==> src/rtl/dac_defines.svh <==
// Field positions, reset values and code constants for the DAC programming block.
`ifndef DAC_DEFINES_SVH
`define DAC_DEFINES_SVH

// ----------------------------------------------------------------------------
// Sizes
// ----------------------------------------------------------------------------
`define NUM_CHANNELS 8
`define SER_LAST_BIT 4'hF

// ----------------------------------------------------------------------------
// System control register
// ----------------------------------------------------------------------------
`define SYS_CTRL_RST 8'h60
`define SYS_CODING_BIT 6
`define SYS_PD_BIT 5
`define SYS_REF_HI_BIT 3
`define SYS_REF_LO_BIT 2
`define PD_ACTIVE_RST 1'b0

// ----------------------------------------------------------------------------
// Channel control register
// ----------------------------------------------------------------------------
`define CH_CTRL_RST 8'h00
`define CH_SUB_SEL_BIT 0
`define CH_STBY_BIT 1
`define CH_EXT_REF_BIT 4

// ----------------------------------------------------------------------------
// Write decode
// ----------------------------------------------------------------------------
`define PAR_CHAN_SEL_BIT 9
`define SER_SUB_BIT 15
`define SER_SEL_HI 14
`define SER_SEL_LO 13
`define SER_CH_HI 12
`define SER_CH_LO 10
`define SER_SYS_OB_WORD 16'h0060
`define SER_CH_EXT_WORD 16'h4210
`define SER_MAIN_FS_WORD 16'h23FF
`define SER_SUB_FS_WORD 16'hA3FF
`define PAR_SYS_TC_WORD 10'h020

// ----------------------------------------------------------------------------
// Code interpretation
// ----------------------------------------------------------------------------
`define MAIN_TC_FLIP 10'h200
`define SUB_TC_FLIP 8'h7F
`define MAIN_FULL 10'h3FF
`define SUB_FULL 8'hFF
`define MAIN_MID 15'sh0200
`define SUB_MID 15'sh0080
`define MAIN_GAIN 15'sh000F
`define SUB_GAIN 15'sh0002

`endif

==> src/rtl/dac_pkg.sv <==
// Types shared by the DAC programming block and its channel slices.
package dac_pkg;

  typedef enum logic [1:0] {
    SEL_SYS  = 2'b00,
    SEL_DATA = 2'b01,
    SEL_CHAN = 2'b10,
    SEL_RSVD = 2'b11
  } reg_sel_t;

  typedef struct packed {
    logic sys;
    logic chan_ctrl;
    logic main;
    logic sub;
    logic [2:0] chan;
    logic [9:0] data;
  } write_req_t;

  typedef struct packed {
    logic [9:0] main_code;
    logic [7:0] sub_code;
    logic signed [13:0] level;
    logic ext_ref;
    logic standby;
  } chan_out_t;

endpackage

==> src/rtl/dac_channel.sv <==
// One converter channel: control, input and converter registers, code mapping.
`timescale 1ns/1ps
`include "dac_defines.svh"

module dac_channel
  import dac_pkg::*;
(
  input wire logic ref_clk,
  input wire logic arst_n,
  input wire logic wr_ctrl,
  input wire logic wr_main,
  input wire logic wr_sub,
  input wire logic [9:0] wr_data,
  input wire logic load,
  input wire logic offset_binary,
  output logic sub_target,
  output chan_out_t chan_out
);

  logic [7:0] ctrl_q;
  logic [9:0] main_in_q;
  logic [9:0] main_in_d;
  logic [7:0] sub_in_q;
  logic [7:0] sub_in_d;
  logic [9:0] main_dac_q;
  logic [7:0] sub_dac_q;
  chan_out_t out_q;
  logic [9:0] main_n;
  logic [7:0] sub_n;
  logic signed [14:0] main_off;
  logic signed [14:0] sub_off;
  logic signed [14:0] level_sum;

  assign sub_target = ctrl_q[`CH_SUB_SEL_BIT];
  assign chan_out = out_q;

  always_ff @(posedge ref_clk or negedge arst_n) begin
    if (!arst_n) begin
      ctrl_q <= `CH_CTRL_RST;
    end else if (wr_ctrl) begin
      ctrl_q <= wr_data[7:0];
    end
  end

  // ----------------------------------------------------------------------------
  // Double buffer
  // ----------------------------------------------------------------------------
  assign main_in_d = wr_main ? wr_data : main_in_q;
  assign sub_in_d = wr_sub ? wr_data[7:0] : sub_in_q;

  always_ff @(posedge ref_clk or negedge arst_n) begin
    if (!arst_n) begin
      main_in_q <= 10'h000;
      sub_in_q <= 8'h00;
    end else begin
      main_in_q <= main_in_d;
      sub_in_q <= sub_in_d;
    end
  end

  // A load in the same cycle as a write takes the new word, so a strobe held
  // low updates the converter with the word just written.
  always_ff @(posedge ref_clk or negedge arst_n) begin
    if (!arst_n) begin
      main_dac_q <= 10'h000;
      sub_dac_q <= 8'h00;
    end else if (load) begin
      main_dac_q <= main_in_d;
      sub_dac_q <= sub_in_d;
    end
  end

  // ----------------------------------------------------------------------------
  // Code mapping
  // ----------------------------------------------------------------------------
  // Codes are turned into straight binary; the level is in units of bias/8192.
  always_comb begin
    main_n = offset_binary ? main_dac_q : (main_dac_q ^ `MAIN_TC_FLIP);
    sub_n = offset_binary ? sub_dac_q : (sub_dac_q ^ `SUB_TC_FLIP);
    main_off = $signed({5'b00000, main_n}) - `MAIN_MID;
    sub_off = $signed({7'b0000000, sub_n}) - `SUB_MID;
    level_sum = (`MAIN_GAIN * main_off) + (`SUB_GAIN * sub_off);
  end

  always_ff @(posedge ref_clk or negedge arst_n) begin
    if (!arst_n) begin
      out_q <= '0;
    end else begin
      out_q.main_code <= main_n;
      out_q.sub_code <= sub_n;
      out_q.level <= level_sum[13:0];
      out_q.ext_ref <= ctrl_q[`CH_EXT_REF_BIT];
      out_q.standby <= ctrl_q[`CH_STBY_BIT];
    end
  end
endmodule

==> src/rtl/dac_register_programming.sv <==
// Write port decode, system control and channel array of the multi-channel DAC.
`timescale 1ns/1ps
`include "dac_defines.svh"

// Notes on behaviour
// - Parallel write with mode low and data bit 9 low goes to system control, address ignored; bit 9 high goes to the addressed channel control.
// - Parallel write with mode high is a data write to the addressed channel.
// - Mode-high data goes to main or sub per that channel's last control write.
// - Twos complement: main code 200 hex lowest, 1FF hex highest.
// - Twos complement: sub code 7F hex zero scale, 80 hex full scale.
// - Offset binary main code 0 to 1023, offset proportional to code minus 512.
// - Offset binary sub code 0 to 255, contribution proportional to code minus 128.
// - Channel output is main voltage plus sub voltage.
// - Serial word 0060 hex selects system control: offset binary, normal operation.
// - Serial word 4210 hex sets first channel to external reference.
// - Serial 23FF hex loads main full scale, A3FF hex sub full scale, channel one.
// - Two reference select bits in system control choose the reference source.
// - Power-down bit 0 powers down everything, 1 normal; registers are kept.
// - After reset coding is offset binary until system control is rewritten.
// - Load strobe low at write completion updates the written channel automatically.

module dac_register_programming
  import dac_pkg::*;
(
  input wire logic ref_clk,
  input wire logic arst_n,
  input wire logic par_wr_n,
  input wire logic par_mode,
  input wire logic channel_addr_bit2,
  input wire logic channel_addr_bit1,
  input wire logic channel_addr_bit0,
  input wire logic [9:0] par_data,
  input wire logic ser_clk,
  input wire logic ser_frame_n,
  input wire logic ser_data,
  input wire logic output_load_strobe_n,
  output logic ref_source_select_hi,
  output logic ref_source_select_lo,
  output logic power_down_active,
  output chan_out_t [7:0] chan_out
);

  logic par_wr_prev_q;
  logic ser_clk_prev_q;
  logic load_prev_q;
  logic [14:0] ser_shift_q;
  logic [3:0] ser_cnt_q;
  logic [7:0] sys_ctrl_q;
  logic pd_q;
  logic first_cycle_q;
  logic par_evt;
  logic ser_fall;
  logic ser_evt;
  logic [15:0] ser_word;
  logic [2:0] par_chan;
  reg_sel_t ser_sel;
  write_req_t req;
  logic sync_load;
  logic async_load;
  logic [`NUM_CHANNELS-1:0] sub_target;

  // ----------------------------------------------------------------------------
  // Edge detection on the host strobes
  // ----------------------------------------------------------------------------
  always_ff @(posedge ref_clk or negedge arst_n) begin
    if (!arst_n) begin
      par_wr_prev_q <= 1'b1;
      ser_clk_prev_q <= 1'b1;
      load_prev_q <= 1'b1;
    end else begin
      par_wr_prev_q <= par_wr_n;
      ser_clk_prev_q <= ser_clk;
      load_prev_q <= output_load_strobe_n;
    end
  end

  assign par_evt = !par_wr_prev_q && par_wr_n;
  assign ser_fall = ser_clk_prev_q && !ser_clk && !ser_frame_n;
  assign ser_evt = ser_fall && (ser_cnt_q == `SER_LAST_BIT);
  assign ser_word = {ser_shift_q, ser_data};
  assign par_chan = {channel_addr_bit2, channel_addr_bit1, channel_addr_bit0};
  assign ser_sel = reg_sel_t'(ser_word[`SER_SEL_HI:`SER_SEL_LO]);

  // ----------------------------------------------------------------------------
  // Serial shift register
  // ----------------------------------------------------------------------------
  // Frame high aborts a partial word, so a short frame never lands anywhere.
  always_ff @(posedge ref_clk or negedge arst_n) begin
    if (!arst_n) begin
      ser_shift_q <= 15'h0000;
      ser_cnt_q <= 4'h0;
    end else if (ser_frame_n) begin
      ser_cnt_q <= 4'h0;
    end else if (ser_fall) begin
      ser_shift_q <= ser_word[14:0];
      ser_cnt_q <= ser_cnt_q + 4'h1;
    end
  end

  // ----------------------------------------------------------------------------
  // Write decode
  // ----------------------------------------------------------------------------
  // Only one port is used in a given system; if both complete together the
  // parallel write wins and the serial word is dropped.
  always_comb begin
    req = '0;
    if (par_evt) begin
      req.chan = par_chan;
      req.data = par_data;
      if (!par_mode) begin
        req.chan_ctrl = par_data[`PAR_CHAN_SEL_BIT];
        req.sys = !par_data[`PAR_CHAN_SEL_BIT];
      end else begin
        req.sub = sub_target[par_chan];
        req.main = !sub_target[par_chan];
      end
    end else if (ser_evt) begin
      req.chan = ser_word[`SER_CH_HI:`SER_CH_LO];
      req.data = ser_word[9:0];
      case (ser_sel)
        SEL_SYS: begin
          req.sys = 1'b1;
        end
        SEL_CHAN: begin
          req.chan_ctrl = 1'b1;
        end
        SEL_DATA: begin
          req.sub = ser_word[`SER_SUB_BIT];
          req.main = !ser_word[`SER_SUB_BIT];
        end
        default: begin
          req.sys = 1'b0;
        end
      endcase
    end
  end

  assign sync_load = (req.main || req.sub) && !output_load_strobe_n;
  assign async_load = load_prev_q && !output_load_strobe_n;

  // ----------------------------------------------------------------------------
  // System control
  // ----------------------------------------------------------------------------
  always_ff @(posedge ref_clk or negedge arst_n) begin
    if (!arst_n) begin
      sys_ctrl_q <= `SYS_CTRL_RST;
    end else if (req.sys) begin
      sys_ctrl_q <= req.data[7:0];
    end
  end

  always_ff @(posedge ref_clk or negedge arst_n) begin
    if (!arst_n) begin
      first_cycle_q <= 1'b1;
    end else begin
      first_cycle_q <= 1'b0;
    end
  end

  // Power-down only flags the analog side; every register keeps its content.
  // The flag has its own flop so that the pin is not an inverter output.
  always_ff @(posedge ref_clk or negedge arst_n) begin
    if (!arst_n) begin
      pd_q <= `PD_ACTIVE_RST;
    end else if (req.sys) begin
      pd_q <= !req.data[`SYS_PD_BIT];
    end
  end

  assign power_down_active = pd_q;
  assign ref_source_select_hi = sys_ctrl_q[`SYS_REF_HI_BIT];
  assign ref_source_select_lo = sys_ctrl_q[`SYS_REF_LO_BIT];

  // ----------------------------------------------------------------------------
  // Channel array
  // ----------------------------------------------------------------------------
  for (genvar i = 0; i < `NUM_CHANNELS; i++) begin : g_chan
    dac_channel u_chan (
      .ref_clk(ref_clk),
      .arst_n(arst_n),
      .wr_ctrl(req.chan_ctrl && req.chan == 3'(i)),
      .wr_main(req.main && req.chan == 3'(i)),
      .wr_sub(req.sub && req.chan == 3'(i)),
      .wr_data(req.data),
      .load(async_load || (sync_load && req.chan == 3'(i))),
      .offset_binary(sys_ctrl_q[`SYS_CODING_BIT]),
      .sub_target(sub_target[i]),
      .chan_out(chan_out[i])
    );
  end
endmodule

==> config.mk <==
export PLATFORM = sky130hd
export DESIGN_NAME = dac_register_programming
export DESIGN_NICKNAME = d
export VERILOG_FILES = /design/src/rtl/dac_pkg.sv /design/src/rtl/dac_channel.sv /design/src/rtl/dac_register_programming.sv
export VERILOG_INCLUDE_DIRS = /design/src /design/src/rtl
export SDC_FILE = /design/constraint.sdc
export NUM_CORES = 1
export LEC_CHECK = 0
export ABC_AREA = 0
export BUFFER_PORTS_ARGS = -buffer_cell sky130_fd_sc_hd__buf_2
export CAP_MARGIN = 20
export CELL_PAD_IN_SITES_DETAIL_PLACEMENT = 0
export CELL_PAD_IN_SITES_GLOBAL_PLACEMENT = 1
export CORE_MARGIN = 2
export CORE_UTILIZATION = 49
export DETAILED_ROUTE_END_ITERATION = 10
export GPL_TIMING_DRIVEN = 0
export PLACE_DENSITY = 0.77
export SLEW_MARGIN = 10
export SYNTH_ARGS = -nofsm -noshare
export SYNTH_HDL_FRONTEND = slang
export SYNTH_HIERARCHICAL = 1
export SYNTH_SLANG_ARGS = --single-unit
==> constraint.sdc <==
create_clock -name ref_clk -period 4.7 [get_ports ref_clk]
set_input_delay 0.705 -clock ref_clk [delete_from_list [all_inputs] [get_ports ref_clk]]
set_output_delay 0.705 -clock ref_clk [all_outputs]
set_load 0.02 [all_outputs]
# Word-level counts from Yosys, hierarchy flattened
# Index checks and enable logic that the tools add are counted.
classes:
  reduce_logical: 59
  n_mul: 8
  n_mux: 43
  order_cmp: 1
  n_eq_ne: 10
  bitwise_logic: 17
  add_sub_neg: 25
op_table:
  columns: ["operator", "count"]
  rows:
  - ["10-bit two-way mux", 16]
  - ["5-bit by 15-bit multiplier with 14-bit output (first input constant)", 8]
  - ["14-bit adder", 8]
  - ["10-bit by 10-bit subtractor with 11-bit output (second input constant)", 8]
  - ["8-bit by 8-bit subtractor with 9-bit output (second input constant)", 8]
  - ["8-bit two-way mux", 8]
  - ["7-bit two-way mux", 8]
  - ["7-bit NOT", 8]
  - ["1-bit logical AND", 38]
  - ["17-bit two-way mux", 2]
  - ["3-bit equality test (second input constant)", 4]
  - ["1-bit logical OR", 9]
  - ["1-bit NOT", 9]
  - ["1-bit logical NOT", 8]
  - ["4-bit two-way mux", 2]
  - ["3-bit by 2-bit equality test with 1-bit output (second input constant)", 2]
  - ["2-bit two-way mux", 3]
  - ["4-bit by 1-bit adder with 4-bit output (second input constant)", 1]
  - ["4-bit equality test (second input constant)", 1]
  - ["3-bit by 4-bit less-than comparator with 1-bit output (second input constant)", 1]
  - ["1-bit binary-select mux with 3-bit select", 1]
  - ["3-bit by 1-bit equality test with 1-bit output (second input constant)", 1]
  - ["3-bit logical NOT", 1]
  - ["1-bit two-way mux", 3]
  - ["other kinds (5)", 5]
word_totals:
  wordCells: 250
  output_inout_bits: 275
  reg_bits: 630

# Logic depth before layout (Yosys ltp)
# Gate-level depths: netlist (run 1).
depth:
  ltp_word: 10
  mapped_depth: 16
  mapped_depth_nobuf: 15

# Modules after synthesis
# Netlist (run 1), hierarchy kept.
by_module_without_submodules:
  columns: ["module", "seq_area_each_um2", "area_each_um2", "cells_per_inst", "instances"]
  rows:
  - ["dac_channel (g_chan[0].u_chan ...)", 1801.7, 3717.3, 289, 4]
  - ["dac_channel (g_chan[6].u_chan ...)", 1801.7, 3709.8, 288, 2]
  - ["dac_channel (g_chan[4].u_chan)", 1801.7, 3709.8, 289, 1]
  - ["dac_channel (g_chan[5].u_chan)", 1801.7, 3689.8, 291, 1]
  - ["dac_register_programming", 655.6, 1750.4, 198, 1]

# Worst setup path before layout (run 1)
# OpenSTA, ideal clock, no wires.
synth_path:
  path_type: "register to register"
  startpoint: "register sys_ctrl_q[6]"
  endpoint: "register g_chan[1].u_chan.out_q (netlist bit g_chan[1].u_chan/chan_out[12])"
  synth_period_minus_slack_ns: 4.063
  path_stages_with_launch: 15
  n_path_buf: 1
  arrival_ns: 3.983
  t_required_ns: 4.620
  setup_slack_ns: 0.637
  setup_time_ns: 0.080
  cell_sequence: "dfstp_2 > clkbuf_1 > xor2_1 > fa_1 > inv_1 > fa_1 > inv_1 > fa_1 > inv_1 > ha_1 > and3_4 > a2111oi_4 > o21bai_2 > a21oi_2 > xnor2_1"
synth_via:
  elab_chain_len: 4
  elab_cells_between_ends: 6
  classes_between: "add/sub (3); mul (1); mux (2)"
synth_rtl:
  columns: ["item", "line", "source"]
  rows:
  - ["from (decl)", "dac_register_programming.sv:48", "logic [7:0] sys_ctrl_q;"]
  - ["from (signal assigned)", "dac_register_programming.sv:146", "sys_ctrl_q <= `SYS_CTRL_RST;"]
  - ["from (signal assigned)", "dac_register_programming.sv:148", "sys_ctrl_q <= req.data[7:0];"]
  - ["10-bit two-way mux", "dac_channel.sv:78", "main_n = offset_binary ? main_dac_q : (main_dac_q ^ `MAIN_TC_FLIP);"]
  - ["10-bit by 10-bit subtractor with 11-bit output (no source line)", null, null]
  - ["5-bit by 15-bit multiplier with 14-bit output (no source line)", null, null]
  - ["14-bit adder *", "dac_channel.sv:82", "level_sum = (`MAIN_GAIN * main_off) + (`SUB_GAIN * sub_off);"]
  - ["net g_chan[1].u_chan.level_sum[10]", "dac_channel.sv:32", "logic signed [14:0] level_sum;"]
  - ["to (decl)", "dac_channel.sv:27", "chan_out_t out_q;"]
# The timed path passes the listed nets; every way through them passes the cells marked *.
# A chain may end at the register's enable or synchronous reset.

# Final worst setup path (run 1)
layout_path:
  startpoint: "register sys_ctrl_q[6]"
  endpoint: "register g_chan[7].u_chan.out_q (netlist bit g_chan[7].u_chan/chan_out[12])"
layout_via:
  elab_chain_len: 4
  elab_cells_between_ends: 6
  classes_between: "add/sub (3); mul (1); mux (2)"
layout_rtl:
  columns: ["item", "line"]
  rows:
  - ["10-bit two-way mux", "dac_channel.sv:78"]
  - ["10-bit by 10-bit subtractor with 11-bit output (no source line)", null]
  - ["5-bit by 15-bit multiplier with 14-bit output (no source line)", null]
  - ["14-bit adder *", "dac_channel.sv:82"]
  - ["net g_chan[7].u_chan.level_sum[10]", "dac_channel.sv:32"]
  - ["to (decl)", "dac_channel.sv:27"]
# Marks and branches as above.

==> out/qor.yml, run 1 <==
yosys:
  ys_seq_area_frac: 0.4793
  synth_ff_type: "dfrtp_1"
  ys_ff_latch: 602
  syn-num-nets: 2940
  muxShareOfSynthArea: 0.09376
  synth_area_um2: 31440
  synth_simple_gate_area_frac: 0.04059
  syn_area_per_cell_um2: 12.53
  synth_compound_area_frac: 0.05619
  synth_xor_area_frac: 0.04318
  ys_async_sr_fraction: 1.000
  synth_edf_count: 0
  synth.top_cell.area_share: 0.4760
  ys_warn_count: 6
  syn_inst: 2510
  synthAdderAreaFrac: 0.2163
  synth.area.top_cells: "dfrtp_1 48%, fa_1 14%, mux2_2 8.0%"
  synth_top_family_by_area: "adder cells"
  yosysUniqueCellTypes: 66
  yosysTopAreaCell: "dfrtp_1"
finish:
  fin_cells: 3793
  layout_commonest_cell: "dfrtp_1"
  drive_gt1_frac: 0.2565
  final_cell_mix: "598 x dfrtp_1, 502 x inv_1, 319 x buf_2"
  syn2layout_area_growth_pct: 17.08
  final_core_util: 0.5814
  fin_nets: 3319
  num-fill-cells: 5318
detailed_routing:
  drt_iter0_markers: 802
  drtAntennaViolNets: 0
  routed_via_density: 4.934
  via_count: 18715
  dr.pass1.iters: 5
  wl_per_cell_um: 17.54
  drc: 0
  wirelength_um: 66540
cts:
  cts_sinks: 602
  cts_made_buffers: 69
  htreeDepth: 3
  cts_tree: "built"
  clk_latency_ns: 0.60
  post-cts-setup-buffer-count: 0
  cts_hold_buf: 0
  cts_buffer_depth: 3
  clockRootBuffer: "clkbuf_16"
  clk_pin_slew_worst_paths_ns: 0.06
global_route:
  grt_pass1_vias: 20525
  grt.total_usage: 0.2097
  use_met3: 0.04285
  grt-busiest-layer: "met2"
  grt_antenna_before_repair: 19
  gr-total-overflow: 0
  grt_use_met2: 0.3499
  grt_max_degree: 116
  use_met1: 0.2785
  grt_first_pass_wirelength_um: 109700
setup_path:
  cp-end-kind: "register"
  path_max_fanout: 9
  crit_chain: "buf_2 > xor2_1 > fa_1 > fa_1 > fa_1 > inv_1 > ha_1 > and2_1 > a2111oi_4 > o21bai_2 > a21oi_2 > xnor2_1"
  cp-start-kind: "register"
  worstPathRequired_ns: 5.20
  worstSetupPathType: "register to register"
  cpPeakStageDelay_ns: 0.74
  worst_ep_arrival_time_ns: 4.99
  cpMostUsedCell: "fa_1"
  crit_slowest_cell: "dfstp_4"
sta:
  rsz0062_at_grt: "no"
  max_slew_margin: 0.3182
  final.setup.tns_ns: 0
  fmax_mhz: 222.8
  final_hold_viol_count: 0
  setup_viol: 0
  drv_slew: 0
  finClkSkew_ns: 0.01860
  period_share: 0.9550
  tightest_slew_ns: 1.015
  fin_ws_ns: 0.2115
  period_minus_slack_ns: 4.488
power_and_ir_drop:
  p_total_w: 0.01617
  power.internal_w: 0.01113
  clkPwrFrac: 0.345
  seqPwrFrac: 0.369
  p_switching_w: 0.005040
  switching_share: 0.3116
  leakage_nw: 18.53
  power_density_nw_per_um2: 439.4
  combPwrFrac: 0.286
  vdd_drop_max_uv: 268.7
floorplan:
  io_pins: 296
  die_w_um: 257.3
  core_um2: 63310
  die-height_um: 257.3
  start_util: 0.4966
  die_area_um2: 66200
  rows: 92
place:
  pre_cts_ws_ns: 0.0005724
  hpwl_um: 48680
  placed_cells: 3663
  routabilityCongestion: 0.8141
  portBuffers: 293
flow_run:
  maxCapViolCount: 0
min_path:
  hp-class: "primary input to asynchronous set/reset pin"
outcome:
  status: "finished clean"
[cells in the mapped netlist, drive strengths merged, types with 2 or more instances]
master	count
nand3	11
nand2b	6
nor3b	3
a31oi	17
nand4	8
nor2	31
mux2	260
and3	17
nor4	3
nor4b	2
o21ba	7
or3	3
buf	39
nor3	11
o31ai	3
xor2	51
nor2b	21
clkbuf	31
o22ai	3
o221ai	2
fa	224
nand2	121
nand3b	3
or2	2
ha	185
a2111oi	8
xnor2	104
o21bai	10
inv	502
dfrtp	598
o221a	6
a21oi	50
a21o	14
and2	8
o41ai	2
o21ai	130
dfstp	4
mux2i	2
[registers in the layout (all words and copies together), names as in the netlist, 4 cells and up]
signal / cells
g_chan.u_chan/chan_out: 264
g_chan.u_chan/main_dac_q: 80
g_chan.u_chan/main_in_q: 80
g_chan.u_chan/sub_dac_q: 64
g_chan.u_chan/sub_in_q: 64
g_chan.u_chan/ctrl_q: 24
ser_shift_q: 15
ser_cnt_q: 4
[worst paths after layout]
kind | cells after the start | end | slack [ns] | from
min in group ref_clk | 1 | ser_clk_prev_q | 0.22 | ser_clk
max in group asynchronous | 4 | g_chan[4].u_chan/chan_out[32] | 2.67 | arst_n
worst min register to register | 0 | g_chan[1].u_chan/chan_out[1] | 0.37 | g_chan[1].u_chan/ctrl_q[4]
worst min-delay path | 1 | g_chan[7].u_chan/chan_out[27] | 0.12 | arst_n
worst max register to register | 12 | g_chan[7].u_chan/chan_out[12] | 0.21 | sys_ctrl_q[6]
worst max-delay path | 12 | g_chan[7].u_chan/chan_out[12] | 0.21 | sys_ctrl_q[6]
[layout make-up]
class                      instances  area [µm²]  share of cell area
inverter                         502        1884             0.05119
antenna                            4       10.01           0.0002719
tap                              846        1059             0.02876
buffer                            70       344.1            0.009348
sequential                       602       15070              0.4095
clock buffer                     101        2052             0.05575
timing repair buffer             308        1808             0.04912
clock inverter                    24       329.1            0.008940
multi-input combinational       1336       14250              0.3871
[worst max-delay path, delay by kind of cell (launching register included)]
family                   cells  cell delay [ns]
flip-flops                   1             0.74
AND/OR/NAND/NOR              1             0.21
XOR/XNOR                     2             0.51
buffers and inverters        2             0.34
adder cells (fa/ha/maj)      4             1.87
AO/OA/AOI/OAI                3             0.72
[power by group through the flow]
stage          clock network, W  registers, W  logic (W)
2_1_floorplan                 0       0.00659    0.00285
3_3_place_gp                  0       0.00605    0.00453
3_5_place_dp                  0       0.00606    0.00468
4_1_cts                 0.00575       0.00597    0.00472
5_1_grt                 0.00597       0.00603    0.00521
6_report                0.00558       0.00596    0.00463
[per-stage QoR]
stage	hold slack, ns	cell area [µm²]
floorplan	0.3501	31440
global placement	0.3593	33960
detailed placement	0.3590	34390
CTS	0.09731	36780
global route	0.1447	36810
finish	0.1152	36810
[what timing repair did]
action / CTS / global route
gates resized for setup: 5 / 2
cloned: 0 / 0
endpoints found under the setup margin: 8 / 9
[per-layer routing]
layer,vias to the layer above,share of wire
li1,8707,-
met4,14,0.021
met5,-,0.0012
met2,315,0.49
met1,9571,0.44
met3,108,0.047
[kinds of logic (layout without fill, tap and decap cells)]
kind of cell | Yosys count | count (layout)
AND/OR/NAND/NOR | 253 | 253
XOR/XNOR | 155 | 155
adder cells (fa/ha/maj) | 409 | 409
other | 0 | 4
AO/OA/AOI/OAI | 257 | 257
flip-flops | 602 | 602
multiplexers | 262 | 262
buffers and inverters | 572 | 1005
Power figures use the tool's default switching activity.
==> inputs of run 2 (changes only) <==
- CORE_MARGIN: 2 -> 4
- REMOVE_ABC_BUFFERS: unset -> 1
==> out/qor.yml, run 2 (same netlist as run 1, synthesis figures left out) <==
global_route:
  use_met1: 0.2612
  grt_pass1_vias: 20053
  grt_use_met2: 0.3357
  grt-busiest-layer: "met2"
  grt_max_degree: 116
  grt_antenna_before_repair: 8
  grt.total_usage: 0.1986
  use_met3: 0.03916
  gr-total-overflow: 0
  grt_first_pass_wirelength_um: 107200
setup_path:
  path_max_fanout: 13
  worst_ep_arrival_time_ns: 4.90
  worstPathRequired_ns: 5.19
  crit_buf_inv: 4
  cp-end-kind: "register"
  crit_slowest_cell: "dfstp_4"
  cpPeakStageDelay_ns: 0.66
  worstSetupPathType: "register to register"
  cp-start-kind: "register"
  critPathTopFamily: "adder cells"
  crit_chain: "buf_4 > xor2_1 > fa_1 > inv_1 > fa_1 > inv_1 > fa_1 > inv_1 > ha_1 > and3_4 > a2111oi_4 > o21ai_2 > a21oi_2 > xnor2_1"
floorplan:
  start_util: 0.4966
  die_w_um: 261.3
  die-height_um: 261.3
  die_area_um2: 68280
  rows: 92
  io_pins: 296
  core_um2: 63310
place:
  portBuffers: 295
  hpwl_um: 48070
  routabilityCongestion: 0.8265
  placed_cells: 3605
  dpl-instance-area_um2: 34290
finish:
  syn2layout_area_growth_pct: 16.54
  layout_commonest_cell: "dfrtp_1"
  largest_reg_flops: 264
  fin_nets: 3263
  drive_gt1_frac: 0.2542
  final_cell_mix: "598 x dfrtp_1, 502 x inv_1, 294 x buf_2"
  fin_cells: 3735
  final_cell_area_um2: 36640
  num-fill-cells: 5284
power_and_ir_drop:
  clkPwrFrac: 0.334
  power.internal_w: 0.01093
  combPwrFrac: 0.293
  vdd_drop_max_uv: 310.7
  power_density_nw_per_um2: 437.2
  seqPwrFrac: 0.373
  p_switching_w: 0.005091
  p_total_w: 0.01602
  switching_share: 0.3178
  leakage_nw: 18.34
cts:
  cts_tree: "built"
  clockRootBuffer: "clkbuf_16"
  htreeDepth: 3
  cts_hold_buf: 0
  cts_buffer_depth: 3
  clk_latency_ns: 0.60
  cts_made_buffers: 68
  clk_pin_slew_worst_paths_ns: 0.06
  cts_sinks: 602
detailed_routing:
  routed_via_density: 4.919
  wl_per_cell_um: 17.50
  via_count: 18374
  drc: 0
  wirelength_um: 65350
  drtAntennaViolNets: 0
  drt_iter0_markers: 814
  dr.pass1.iters: 5
sta:
  fmax_mhz: 226.4
  setup_viol: 0
  max_slew_margin: 0.2699
  period_share: 0.9396
  final_hold_viol_count: 0
  drv_slew: 0
  period_minus_slack_ns: 4.416
  tightest_slew_ns: 1.095
  rsz0062_at_grt: "no"
  finClkSkew_ns: 0.02357
  whs_ns: 0.1876
flow_run:
  maxCapViolCount: 0
min_path:
  hp-class: "primary input to asynchronous set/reset pin"
outcome:
  status: "finished clean"
## run 2: repair_timing
item	4_1_cts	5_1_grt
endpoints found under the setup margin	5	12
endpoints found under the hold margin	0	0
setup buffers	1	1
gates resized for setup	0	1
## run 2: power by group through the flow
stage                     registers [W]  clock network [W]  logic (W)
final                           0.00597            0.00535    0.00470
after global routing            0.00603            0.00575    0.00529
after CTS                       0.00599            0.00554    0.00477
after detailed placement        0.00607                  0    0.00472
after global placement          0.00609                  0    0.00451
after floorplan                 0.00661                  0    0.00280
## run 2: final timing paths
| check | startpoint | to | slack (ns) | cells after the start |
|---|---|---|---|---|
| setup / recovery | sys_ctrl_q[6] | g_chan[2].u_chan/chan_out[14] | 0.28 | 14 |
| hold / removal | arst_n | g_chan[7].u_chan/chan_out[6] | 0.19 | 1 |
| setup reg to reg | sys_ctrl_q[6] | g_chan[2].u_chan/chan_out[14] | 0.28 | 14 |
| hold reg to reg | g_chan[2].u_chan/ctrl_q[4] | g_chan[2].u_chan/chan_out[1] | 0.37 | 0 |
| max in group asynchronous | arst_n | g_chan[6].u_chan/chan_out[19] | 2.61 | 4 |
| min in group ref_clk | output_load_strobe_n | load_prev_q | 0.22 | 1 |
## run 2: routing by layer
layer  wire length, µm  part of all wire
met5                37           0.00057
met4              1807             0.028
met3              2871             0.044
met2             32720              0.50
met1             27920              0.43
## run 2: through the flow
step	util	worst slack, ns	setup TNS [ns]
after floorplan	-	-0.02502	-0.2088
after global placement	0.5313	-8.841	-5489.68
final	0.5787	0.2839	0
after detailed placement	0.5417	-0.03005	-0.05949
after CTS	0.5780	0.07313	0
after global routing	0.5786	0.1131	0
## run 2: area by class of cell
cell class                 instances  area (µm²)  area share
clock buffer                      97        1963     0.05358
sequential                       602       15070      0.4114
timing repair buffer             323        2044     0.05580
inverter                         502        1884     0.05143
multi-input combinational       1336       14290      0.3901
clock inverter                    24       311.5    0.008503
antenna                            5       12.51   0.0003415
tap                              846        1059     0.02889
